==> src/shared/guest_mt_dbg_regs.svh <==
// constants for the per-thread root/guest context and trap selection logic
// assumes one core clock, synchronous reset, issue and control from the pipeline
//
// Function
// RULE1: third config register reports multithreading presence
// RULE2: each thread owns registers and control context
// RULE3: root/guest contexts per thread, general registers shared
// RULE4: per-thread guest mode; root reports both extensions
// RULE5: guest field zero: threading instructions reserved-trap
// RULE6: guest context never holds threading control registers
// RULE7: guest field one: sensitive-instruction trap to root
// RULE8: guest k/s/u only; debug exists in root
// RULE9: debug mode and guest mode never coexist
// RULE10: debug mode grants full root access
// RULE11: contexts follow the issuing thread every cycle
`ifndef GUEST_MT_DBG_REGS_SVH
`define GUEST_MT_DBG_REGS_SVH

`define THREAD_ID_W        3
`define MAX_THREADS        8
`define GUEST_MT_FIELD_RST 1'b0
`define GUEST_MODE_RST     1'b0
`define DEBUG_MODE_RST     1'b0

`endif

==> src/shared/guest_mt_dbg_pkg.sv <==
// types for the per-thread root/guest context and trap selection logic
// assumes the constants header sits next to this package
`default_nettype none
`include "guest_mt_dbg_regs.svh"

package guest_mt_dbg_pkg;

	typedef logic [`THREAD_ID_W-1:0] tid_t;

	// guest has exactly these three; debug is a separate root-only bit
	typedef enum logic [1:0] {
		PRIV_KERNEL,
		PRIV_SUPER,
		PRIV_USER
	} priv_t;

	typedef enum logic [2:0] {
		OP_NONE,
		OP_MT_INSN,
		OP_CTL_MOVE_TO,
		OP_CTL_MOVE_FROM
	} op_t;

	typedef enum logic [1:0] {
		TRAP_NONE,
		TRAP_RESERVED_INSN,
		TRAP_GUEST_SENSITIVE
	} trap_kind_t;

	// one instruction at issue
	typedef struct packed {
		logic valid;
		tid_t tid;
		op_t  op;
		logic cr_is_mt;
	} issue_t;

	// control events aimed at one thread
	typedef struct packed {
		logic  valid;
		tid_t  tid;
		logic  enter_guest;
		logic  exit_guest;
		logic  debug_enter;
		logic  debug_exit;
		logic  set_guest_priv;
		priv_t guest_priv;
		logic  set_root_priv;
		priv_t root_priv;
		logic  wr_guest_mt;
		logic  guest_mt_val;
	} ctl_t;

	typedef struct packed {
		logic  guest_mode;
		priv_t guest_priv;
		priv_t root_priv;
		logic  debug;
		logic  resume_guest;
		logic  guest_mt_field;
	} thread_ctx_t;

	// selected context of the issuing thread
	typedef struct packed {
		logic  valid;
		tid_t  tid;
		logic  guest_active;
		priv_t guest_priv;
		priv_t root_priv;
		logic  debug;
		logic  root_full_access;
		logic  cr_block;
	} ctx_sel_t;

	typedef struct packed {
		trap_kind_t kind;
		tid_t       tid;
	} trap_out_t;

	typedef struct packed {
		logic multithread_present_field;
		logic virtualization_present_field;
	} cfg3_t;

endpackage : guest_mt_dbg_pkg

`default_nettype wire

==> src/hw/mt_trap_classify.sv <==
// trap and blocking decision for one issued instruction
// assumes its inputs are the selected thread's live context
`timescale 1ns/1ps
`default_nettype none

module mt_trap_classify
	import guest_mt_dbg_pkg::*;
(
	input  wire logic       i_guest_active,
	input  wire priv_t      i_guest_priv,
	input  wire logic       i_guest_mt_field,
	input  wire op_t        i_op,
	input  wire logic       i_cr_is_mt,
	output var  trap_kind_t o_trap,
	output var  logic       o_cr_block
);

	// control move touching a threading register
	function automatic logic is_mt_move(input op_t op, input logic cr_mt);
		is_mt_move = cr_mt && (op == OP_CTL_MOVE_TO || op == OP_CTL_MOVE_FROM);
	endfunction : is_mt_move

	// only guest execution is screened; root runs threading ops natively
	always_comb
	begin
		o_trap     = TRAP_NONE;
		o_cr_block = 1'b0;
		if (i_guest_active)
		begin
			// guest context has no threading registers to reach [RULE6]
			o_cr_block = is_mt_move(i_op, i_cr_is_mt);
			if (i_guest_mt_field)
			begin
				// root emulates: hand threading instructions and kernel-level threading moves to root [RULE7]
				if (i_op == OP_MT_INSN)
					o_trap = TRAP_GUEST_SENSITIVE;
				else if (is_mt_move(i_op, i_cr_is_mt) && i_guest_priv == PRIV_KERNEL)
					o_trap = TRAP_GUEST_SENSITIVE;
			end
			else if (i_op == OP_MT_INSN)
				o_trap = TRAP_RESERVED_INSN; // moves stay untrapped, result undefined [RULE5]
		end
	end

endmodule : mt_trap_classify

`default_nettype wire

==> src/hw/guest_mt_debug_privilege_ctl.sv <==
// per-thread root/guest context selection, threading traps, debug exclusion
// assumes issue and control structs come from pipeline logic on i_clk
`timescale 1ns/1ps
`default_nettype none
`include "guest_mt_dbg_regs.svh"

module guest_mt_debug_privilege_ctl
	import guest_mt_dbg_pkg::*;
#(
	parameter int  N_THREADS = 3,
	parameter bit  MT_IMPL   = 1'b1,
	parameter bit  VZ_IMPL   = 1'b1
)
(
	input  wire logic      i_clk,
	input  wire logic      i_rst,
	input  wire issue_t    i_issue,
	input  wire ctl_t      i_ctl,
	output var  ctx_sel_t  o_sel,
	output var  trap_out_t o_trap,
	output var  tid_t      o_gpr_bank,
	output var  cfg3_t     o_root_cfg3,
	output var  cfg3_t     o_guest_cfg3
);

	// refuse thread counts the id field cannot address
	if (N_THREADS < 1 || N_THREADS > `MAX_THREADS)
	begin : g_bad_threads
		$error("N_THREADS out of range");
	end

	typedef struct packed {
		thread_ctx_t [N_THREADS-1:0] thr;
		ctx_sel_t                    sel;
		trap_out_t                   trap;
		tid_t                        gpr_bank;
		cfg3_t                       rcfg;
		cfg3_t                       gcfg;
	} state_t;

	state_t      st_r;
	state_t      st_nxt;
	thread_ctx_t cur;
	thread_ctx_t cur_nxt;
	logic        issue_ok;
	logic        ctl_ok;
	trap_kind_t  trap_kind;
	logic        cr_block;

	// thread id in range for this build
	// out-of-range ids are dropped, never folded onto a real thread
	function automatic logic tid_ok(input tid_t t);
		tid_ok = (32'(t) < N_THREADS);
	endfunction : tid_ok

	assign issue_ok = i_issue.valid && tid_ok(i_issue.tid);
	assign ctl_ok   = i_ctl.valid && tid_ok(i_ctl.tid);

	// context of the issuing thread, as it stands this cycle [RULE11]
	always_comb
	begin
		cur = '0;
		if (issue_ok)
			cur = st_r.thr[i_issue.tid];
	end

	mt_trap_classify u_classify (
		.i_guest_active   (issue_ok && cur.guest_mode && !cur.debug),
		.i_guest_priv     (cur.guest_priv),
		.i_guest_mt_field (cur.guest_mt_field),
		.i_op             (issue_ok ? i_issue.op : OP_NONE),
		.i_cr_is_mt       (i_issue.cr_is_mt),
		.o_trap           (trap_kind),
		.o_cr_block       (cr_block)
	);

	// next state: thread contexts, then the selected view
	always_comb
	begin
		st_nxt  = st_r;
		cur_nxt = '0;
		// control events touch only the addressed thread [RULE2]
		if (ctl_ok)
		begin
			cur_nxt = st_r.thr[i_ctl.tid];
			// event priority: debug entry, debug exit, guest entry, guest exit
			if (i_ctl.debug_enter)
			begin
				// leaving guest on debug entry, remember to come back [RULE9]
				cur_nxt.resume_guest = cur_nxt.guest_mode;
				cur_nxt.guest_mode   = 1'b0;
				cur_nxt.debug        = 1'b1;
			end
			else if (i_ctl.debug_exit && cur_nxt.debug)
			begin
				cur_nxt.debug        = 1'b0;
				cur_nxt.guest_mode   = cur_nxt.resume_guest;
				cur_nxt.resume_guest = 1'b0;
			end
			else if (i_ctl.enter_guest && !cur_nxt.debug)
				cur_nxt.guest_mode = VZ_IMPL; // guest entry refused in debug [RULE9] [RULE4]
			else if (i_ctl.exit_guest)
				cur_nxt.guest_mode = 1'b0;
			// writes of level code 3 are dropped, so an illegal level cannot be stored [RULE8]
			if (i_ctl.set_guest_priv && i_ctl.guest_priv != 2'h3)
				cur_nxt.guest_priv = i_ctl.guest_priv;
			if (i_ctl.set_root_priv && i_ctl.root_priv != 2'h3)
				cur_nxt.root_priv = i_ctl.root_priv;
			// root-writable guest presence field for emulation [RULE7]
			if (i_ctl.wr_guest_mt)
				cur_nxt.guest_mt_field = i_ctl.guest_mt_val;
			st_nxt.thr[i_ctl.tid] = cur_nxt;
		end
		// selected view; general bank follows thread, not root/guest [RULE3]
		st_nxt.sel.valid        = issue_ok;
		st_nxt.sel.tid          = issue_ok ? i_issue.tid : '0;
		st_nxt.sel.guest_active = cur.guest_mode && !cur.debug; // [RULE9]
		st_nxt.sel.guest_priv   = cur.guest_priv;
		st_nxt.sel.root_priv    = cur.root_priv;
		st_nxt.sel.debug        = cur.debug;
		st_nxt.sel.root_full_access = cur.debug ||
			(!cur.guest_mode && cur.root_priv == PRIV_KERNEL); // [RULE10]
		st_nxt.sel.cr_block     = cr_block; // [RULE6]
		st_nxt.gpr_bank         = issue_ok ? i_issue.tid : st_r.gpr_bank; // [RULE2] [RULE3]
		st_nxt.trap.kind        = trap_kind; // [RULE5] [RULE7]
		st_nxt.trap.tid         = issue_ok ? i_issue.tid : '0;
		// presence fields: root sees both extensions [RULE1] [RULE4]
		st_nxt.rcfg.multithread_present_field    = MT_IMPL;
		st_nxt.rcfg.virtualization_present_field = VZ_IMPL;
		// guest never sees nested virtualization; threading only as emulated
		st_nxt.gcfg.multithread_present_field    = cur.guest_mt_field;
		st_nxt.gcfg.virtualization_present_field = 1'b0;
	end

	// every thread resets to root kernel, outside guest and debug
	always_ff @(posedge i_clk)
	begin
		if (i_rst)
		begin
			st_r <= '0;
			for (int t = 0; t < N_THREADS; t++)
			begin
				st_r.thr[t].guest_mode     <= `GUEST_MODE_RST;
				st_r.thr[t].debug          <= `DEBUG_MODE_RST;
				st_r.thr[t].guest_mt_field <= `GUEST_MT_FIELD_RST;
				st_r.thr[t].root_priv      <= PRIV_KERNEL;
				st_r.thr[t].guest_priv     <= PRIV_KERNEL;
			end
		end
		else
			st_r <= st_nxt;
	end

	// outputs straight from the state flops
	assign o_sel        = st_r.sel;
	assign o_trap       = st_r.trap;
	assign o_gpr_bank   = st_r.gpr_bank;
	assign o_root_cfg3  = st_r.rcfg;
	assign o_guest_cfg3 = st_r.gcfg;

	// per-thread exclusion of guest and debug held in every context
	// checks repeat per thread so a fault names the context it hit
	for (genvar g = 0; g < N_THREADS; g++)
	begin : g_thr_chk
		a_thr_debug_excl: assert property ( // [RULE9]
			@(posedge i_clk) disable iff (i_rst)
			!(st_r.thr[g].debug && st_r.thr[g].guest_mode))
			else $error("thread in guest and debug at once");

		// events aimed elsewhere leave this context alone
		a_thr_isolated: assert property ( // [RULE2]
			@(posedge i_clk) disable iff (i_rst)
			!(ctl_ok && i_ctl.tid == tid_t'(g)) |=> st_r.thr[g] == $past(st_r.thr[g]))
			else $error("thread context changed by another thread");

		// level code 3 never lands in either context
		a_thr_priv_legal: assert property ( // [RULE8]
			@(posedge i_clk) disable iff (i_rst)
			st_r.thr[g].guest_priv != 2'h3 && st_r.thr[g].root_priv != 2'h3)
			else $error("illegal privilege level stored");

		a_thr_root_priv: assert property ( // [RULE8]
			@(posedge i_clk) disable iff (i_rst)
			ctl_ok && i_ctl.tid == tid_t'(g) && i_ctl.set_root_priv &&
			i_ctl.root_priv != 2'h3 |=> st_r.thr[g].root_priv == $past(i_ctl.root_priv))
			else $error("root level write lost");

		// plain guest exit when nothing of higher priority is asked
		a_thr_guest_exit: assert property ( // [RULE4]
			@(posedge i_clk) disable iff (i_rst)
			ctl_ok && i_ctl.tid == tid_t'(g) && i_ctl.exit_guest &&
			!i_ctl.enter_guest && !i_ctl.debug_exit |=> !st_r.thr[g].guest_mode)
			else $error("guest mode kept after exit");
	end

	a_sel_debug_excl: assert property ( // [RULE9]
		@(posedge i_clk) disable iff (i_rst)
		o_sel.debug |-> !o_sel.guest_active)
		else $error("guest shown active in debug");

	a_debug_full_access: assert property ( // [RULE10]
		@(posedge i_clk) disable iff (i_rst)
		o_sel.valid && o_sel.debug |-> o_sel.root_full_access)
		else $error("debug lacks root access");

	a_ri_mt_absent: assert property ( // [RULE5]
		@(posedge i_clk) disable iff (i_rst)
		issue_ok && cur.guest_mode && !cur.guest_mt_field && i_issue.op == OP_MT_INSN
		|=> o_trap.kind == TRAP_RESERVED_INSN && o_trap.tid == $past(i_issue.tid))
		else $error("missing reserved trap");

	a_guest_sensitive_instruction_trap_mt_emul: assert property ( // [RULE7]
		@(posedge i_clk) disable iff (i_rst)
		issue_ok && cur.guest_mode && cur.guest_mt_field &&
		(i_issue.op == OP_MT_INSN ||
		 (i_issue.cr_is_mt && cur.guest_priv == PRIV_KERNEL && i_issue.op == OP_CTL_MOVE_TO))
		|=> o_trap.kind == TRAP_GUEST_SENSITIVE)
		else $error("missing sensitive trap");

	a_root_no_trap: assert property ( // [RULE4]
		@(posedge i_clk) disable iff (i_rst)
		issue_ok && !cur.guest_mode |=> o_trap.kind == TRAP_NONE)
		else $error("root op trapped");

	a_mt_reg_blocked: assert property ( // [RULE6]
		@(posedge i_clk) disable iff (i_rst)
		issue_ok && cur.guest_mode && !cur.debug && i_issue.cr_is_mt &&
		i_issue.op == OP_CTL_MOVE_FROM |=> o_sel.cr_block)
		else $error("guest reached threading register");

	a_cfg_present: assert property ( // [RULE1]
		@(posedge i_clk) disable iff (i_rst)
		$past(i_rst) |=> o_root_cfg3.multithread_present_field == MT_IMPL &&
		o_root_cfg3.virtualization_present_field == VZ_IMPL)
		else $error("presence fields wrong");

	a_guest_priv_legal: assert property ( // [RULE8]
		@(posedge i_clk) disable iff (i_rst)
		o_sel.guest_active |-> o_sel.guest_priv inside {PRIV_KERNEL, PRIV_SUPER, PRIV_USER})
		else $error("illegal guest level");

	a_thread_select: assert property ( // [RULE11]
		@(posedge i_clk) disable iff (i_rst)
		issue_ok |=> o_sel.valid && o_sel.tid == $past(i_issue.tid) &&
		o_gpr_bank == $past(i_issue.tid))
		else $error("wrong thread selected");

	a_debug_blocks_entry: assert property ( // [RULE9]
		@(posedge i_clk) disable iff (i_rst)
		ctl_ok && i_ctl.debug_enter |=> !st_r.thr[$past(i_ctl.tid)].guest_mode)
		else $error("guest kept across debug entry");

	// no issue: selected view and trap go quiet
	a_idle_quiet: assert property ( // [RULE11]
		@(posedge i_clk) disable iff (i_rst)
		!issue_ok |=> !o_sel.valid && o_trap.kind == TRAP_NONE)
		else $error("stale selection or trap");

	a_gpr_hold: assert property ( // [RULE2]
		@(posedge i_clk) disable iff (i_rst)
		!issue_ok |=> $stable(o_gpr_bank))
		else $error("register bank moved without issue");

	// field zero: moves are suppressed, never trapped
	a_ri_move_quiet: assert property ( // [RULE5]
		@(posedge i_clk) disable iff (i_rst)
		issue_ok && cur.guest_mode && !cur.guest_mt_field && i_issue.cr_is_mt &&
		(i_issue.op == OP_CTL_MOVE_TO || i_issue.op == OP_CTL_MOVE_FROM)
		|=> o_trap.kind == TRAP_NONE && o_sel.cr_block)
		else $error("threading move trapped or reached");

	a_guest_sensitive_instruction_trap_kernel_read: assert property ( // [RULE7]
		@(posedge i_clk) disable iff (i_rst)
		issue_ok && cur.guest_mode && cur.guest_mt_field &&
		cur.guest_priv == PRIV_KERNEL && i_issue.cr_is_mt &&
		i_issue.op == OP_CTL_MOVE_FROM
		|=> o_trap.kind == TRAP_GUEST_SENSITIVE && o_sel.cr_block)
		else $error("kernel read of threading register not trapped");

	// guest view follows the issuing thread's emulation field
	a_guest_cfg_view: assert property ( // [RULE7]
		@(posedge i_clk) disable iff (i_rst)
		issue_ok |=> o_guest_cfg3.multithread_present_field ==
		$past(cur.guest_mt_field) && !o_guest_cfg3.virtualization_present_field)
		else $error("guest presence view wrong");

	// guest code is never granted root's reach
	a_guest_not_root: assert property ( // [RULE3]
		@(posedge i_clk) disable iff (i_rst)
		o_sel.guest_active |-> !o_sel.root_full_access)
		else $error("guest given root access");

	// guest entry asked during debug stays refused
	a_entry_in_debug: assert property ( // [RULE9]
		@(posedge i_clk) disable iff (i_rst)
		ctl_ok && i_ctl.enter_guest && !i_ctl.debug_enter && !i_ctl.debug_exit &&
		st_r.thr[i_ctl.tid].debug |=> !st_r.thr[$past(i_ctl.tid)].guest_mode)
		else $error("guest entered during debug");

	// both privilege levels shown are the issuing thread's own
	a_sel_levels: assert property ( // [RULE11]
		@(posedge i_clk) disable iff (i_rst)
		issue_ok |=> o_sel.root_priv == $past(cur.root_priv) &&
		o_sel.guest_priv == $past(cur.guest_priv))
		else $error("privilege levels of wrong thread");

endmodule : guest_mt_debug_privilege_ctl

`default_nettype wire

==> config.mk <==
export PLATFORM = sky130hd
export DESIGN_NAME = guest_mt_debug_privilege_ctl
export DESIGN_NICKNAME = d
export VERILOG_FILES = /design/src/shared/guest_mt_dbg_pkg.sv /design/src/hw/mt_trap_classify.sv /design/src/hw/guest_mt_debug_privilege_ctl.sv
export VERILOG_INCLUDE_DIRS = /design/src /design/src/shared
export SDC_FILE = /design/constraint.sdc
export NUM_CORES = 1
export LEC_CHECK = 0
export ABC_AREA = 1
export BUFFER_PORTS_ARGS = -buffer_cell sky130_fd_sc_hd__buf_2
export CAP_MARGIN = 20
export CELL_PAD_IN_SITES_DETAIL_PLACEMENT = 0
export CELL_PAD_IN_SITES_GLOBAL_PLACEMENT = 2
export CORE_MARGIN = 2
export CORE_UTILIZATION = 29
export DETAILED_ROUTE_END_ITERATION = 8
export PLACE_DENSITY_LB_ADDON = 0.1
export SLEW_MARGIN = 0
export SYNTH_ARGS = -nofsm -noshare
export SYNTH_HDL_FRONTEND = slang
export SYNTH_SLANG_ARGS = --single-unit
==> constraint.sdc <==
create_clock -name i_clk -period 1.5 [get_ports i_clk]
set_clock_uncertainty 0.15 [all_clocks]
set_input_delay 0.3 -clock i_clk [delete_from_list [all_inputs] [get_ports i_clk]]
set_output_delay 0.3 -clock i_clk [all_outputs]
set_load 0.01 [all_outputs]
==> summary.json <==
{
  "ctsRootBufferMaster": "sky130_fd_sc_hd__clkbuf_8",
  "cts_inserted_buffers": 5,
  "clkTransAtPathRegs_ns": 0.08,
  "synth_warn": 0,
  "cp_delay_by_family_top": "simple AND/OR/NAND/NOR gates",
  "crit_path_end_kind": "flop",
  "synth.ff_latch_count": 43,
  "synth.distinct_cells": 25,
  "numClockSinks": 43,
  "core_box_area_mm2": 0.00683,
  "timing_worst_setup_path_type": "input pin to flop",
  "gr-usage-met3": 0.0280,
  "top_level_ports": 50,
  "synth_area_leader_cell": "sky130_fd_sc_hd__dfxtp_1",
  "timing.final.setup_violations": 0,
  "fin_util": 0.373,
  "path_common_cell": "sky130_fd_sc_hd__nand2_1",
  "static-leakage-power_nw": 1.27,
  "timing.fmax_mhz": 778,
  "grt_overflow_total": 0,
  "place.port_buffers": 48,
  "outcome": "finished, final reports clean",
  "drc": 0,
  "final_cell_mix": "49 x sky130_fd_sc_hd__nand2_1, 48 x sky130_fd_sc_hd__buf_2, 43 x sky130_fd_sc_hd__dfxtp_1",
  "final_hold_viol_count": 0,
  "mappedNetlistArea_mm2": 0.00207,
  "grt-busiest-layer": "met2",
  "initial_utilization": 0.303,
  "fin_crit_sh": 0.857,
  "final.min_clock_period_ns": 1.29,
  "grt_pass1_wl_um": 8320,
  "cts_post_setup_buffers_inserted": 0,
  "die-area_mm2": 0.00783,
  "tritoncts": "built",
  "htree_levels": 2,
  "final-instance-count-excl-fill": 432,
  "grt_util_all_layers": 0.140,
  "timing.critical_path.from_type": "input pin",
  "fp.dieW_um": 88.5,
  "report.final.slew_viol_count": 0,
  "critPathSlowestCell": "sky130_fd_sc_hd__nor2_4",
  "chipHeight_um": 88.5,
  "detailroute.via_count": 1866,
  "min_path_type": "input pin to flop",
  "syn-instance-count": 282,
  "cp_data_arrival_time_ns": 1.32,
  "post_cts_resized": 0,
  "detail_route.wirelength_um": 5130,
  "antenna_cells_inserted": 0,
  "layout-drive-gt1-share": 0.310,
  "cts-hold-fix-buffers": 0,
  "synth-seq-area-share": 0.416,
  "final_antenna_net_count": 0,
  "layout_overhead_on_the_synthesized_area_pct": 23.2,
  "post-place-ws_ns": -0.127,
  "grt_use_met2": 0.224,
  "routed_wire_length_per_instance_um": 11.9,
  "syn_avg_cell_area_um2": 7.34,
  "irDropWorstVdd_v": 0.000403,
  "layout.nets": 361,
  "worst_ep_required_time_ns": 1.54,
  "maxCapViolations": 0,
  "antenna_found_initial": 0,
  "areal_power_density_over_the_cells_mw_per_mm2": 961,
  "routability_congestion_estimate": 0.783,
  "timing.critical_path.cells": "buf_2, nor2_4, nand2_1, nand3_1, nand2_1, nor2_1, nor2_1, nand2_1, a21oi_1",
  "synth.top_cells.by_area": "sky130_fd_sc_hd__dfxtp_1 42%, sky130_fd_sc_hd__buf_4 9.1%, sky130_fd_sc_hd__nand2_1 8.9%",
  "met1_usage": 0.192,
  "ctsLongestPathBuffers": 2,
  "critical_path.max_stage_delay_ns": 0.24,
  "vias_in_the_first_global_route": 1704,
  "cp_max_fo": 8,
  "fp-row-count": 30,
  "detailedRoute.firstIterationViolations": 66,
  "insertion_delay_ns": 0.30,
  "timing.reg2reg.setup_slack_ns": 0.22,
  "detailedRoute.firstPassIterationCount": 4,
  "top_cell_type_s_share_of_synthesized_area": 0.416,
  "dpl.cell_count": 424,
  "fin_ws_ns": 0.214,
  "layout.cells.most_common": "sky130_fd_sc_hd__nand2_1",
  "rsz0062_at_grt": "no",
  "dpl.hpwl_um": 4010,
  "maximum_number_of_pins_on_one_net_before_global_route_repair": 14,
  "worst-path-buf-inv": 1,
  "number_of_vias_per_cell": 4.32
}
report_power, final:
group	internal [mW]	switching [mW]
Combinational	0.131	0.174
Clock	0.539	0.412
Sequential	1.17	0.0194
Total	1.84	0.605
per-layer routing:
layer  up-vias  wire [µm]
li1        993          -
met1       822       2570
met3         7        223
met2        44       2270
met5         -          0
met4         0         68
sequential cells by signal, summed over array words and instances, names as in the netlist:
| signal | cells |
|---|---|
| st_r | 24 |
| o_sel | 9 |
| o_trap | 5 |
| o_gpr_bank | 3 |
| o_guest_cfg3 | 1 |
| o_root_cfg3 | 1 |
path summary, 6_finish.rpt:
kind / start / to / depth (start not counted)
setup / recovery: i_ctl[12] / st_r[31] / 9
hold / removal: i_rst / o_sel[11] / 2
setup reg to reg: st_r[34] / o_trap[3] / 9
hold reg to reg: o_gpr_bank[2] / o_gpr_bank[2] / 2
stage by stage:
| stage | hold WS (ns) | TNS (ns) | cell area (µm²) | power [mW] |
|---|---|---|---|---|
| floorplan | 0.244 | 0 | 2070 | 1.40 |
| global placement | 0.285 | -1.15 | 2430 | 1.53 |
| detailed placement | 0.284 | -1.15 | 2430 | 1.53 |
| CTS | 0.0652 | 0 | 2550 | 2.49 |
| global route | 0.0834 | 0 | 2550 | 2.57 |
| finish | 0.0764 | 0 | 2550 | 2.45 |
cells by family after synthesis:
kind of cell    Yosys count  share of synthesized area
simple gates            101                      0.214
compound gates           71                      0.190
buf+inv                  66                      0.178
other cells               1                    0.00181
flops                    43                      0.416
cell type report:
cell class	instances	area, µm²
Inverter	35	131
Clock inverter	2	35.0
Timing Repair Buffer	76	475
Fill cell	786	4280
Sequential cell	43	861
Clock buffer	6	82.6
Multi-Input combinational cell	174	843
Tap cell	96	120
cells in the mapped netlist, drive strengths merged:
| library cell | instances |
|---|---|
| nand2 | 50 |
| dfxtp | 43 |
| o21ai | 38 |
| nor2 | 35 |
| inv | 34 |
| buf | 30 |
| a21oi | 25 |
| nand3 | 13 |
| a22oi | 4 |
| a31o | 2 |
| nand4 | 2 |
| o211ai | 2 |
| clkbuf | 1 |
| clkinv | 1 |
| conb | 1 |
| nor3 | 1 |
No activity file was read; power rests on OpenSTA's default activity.
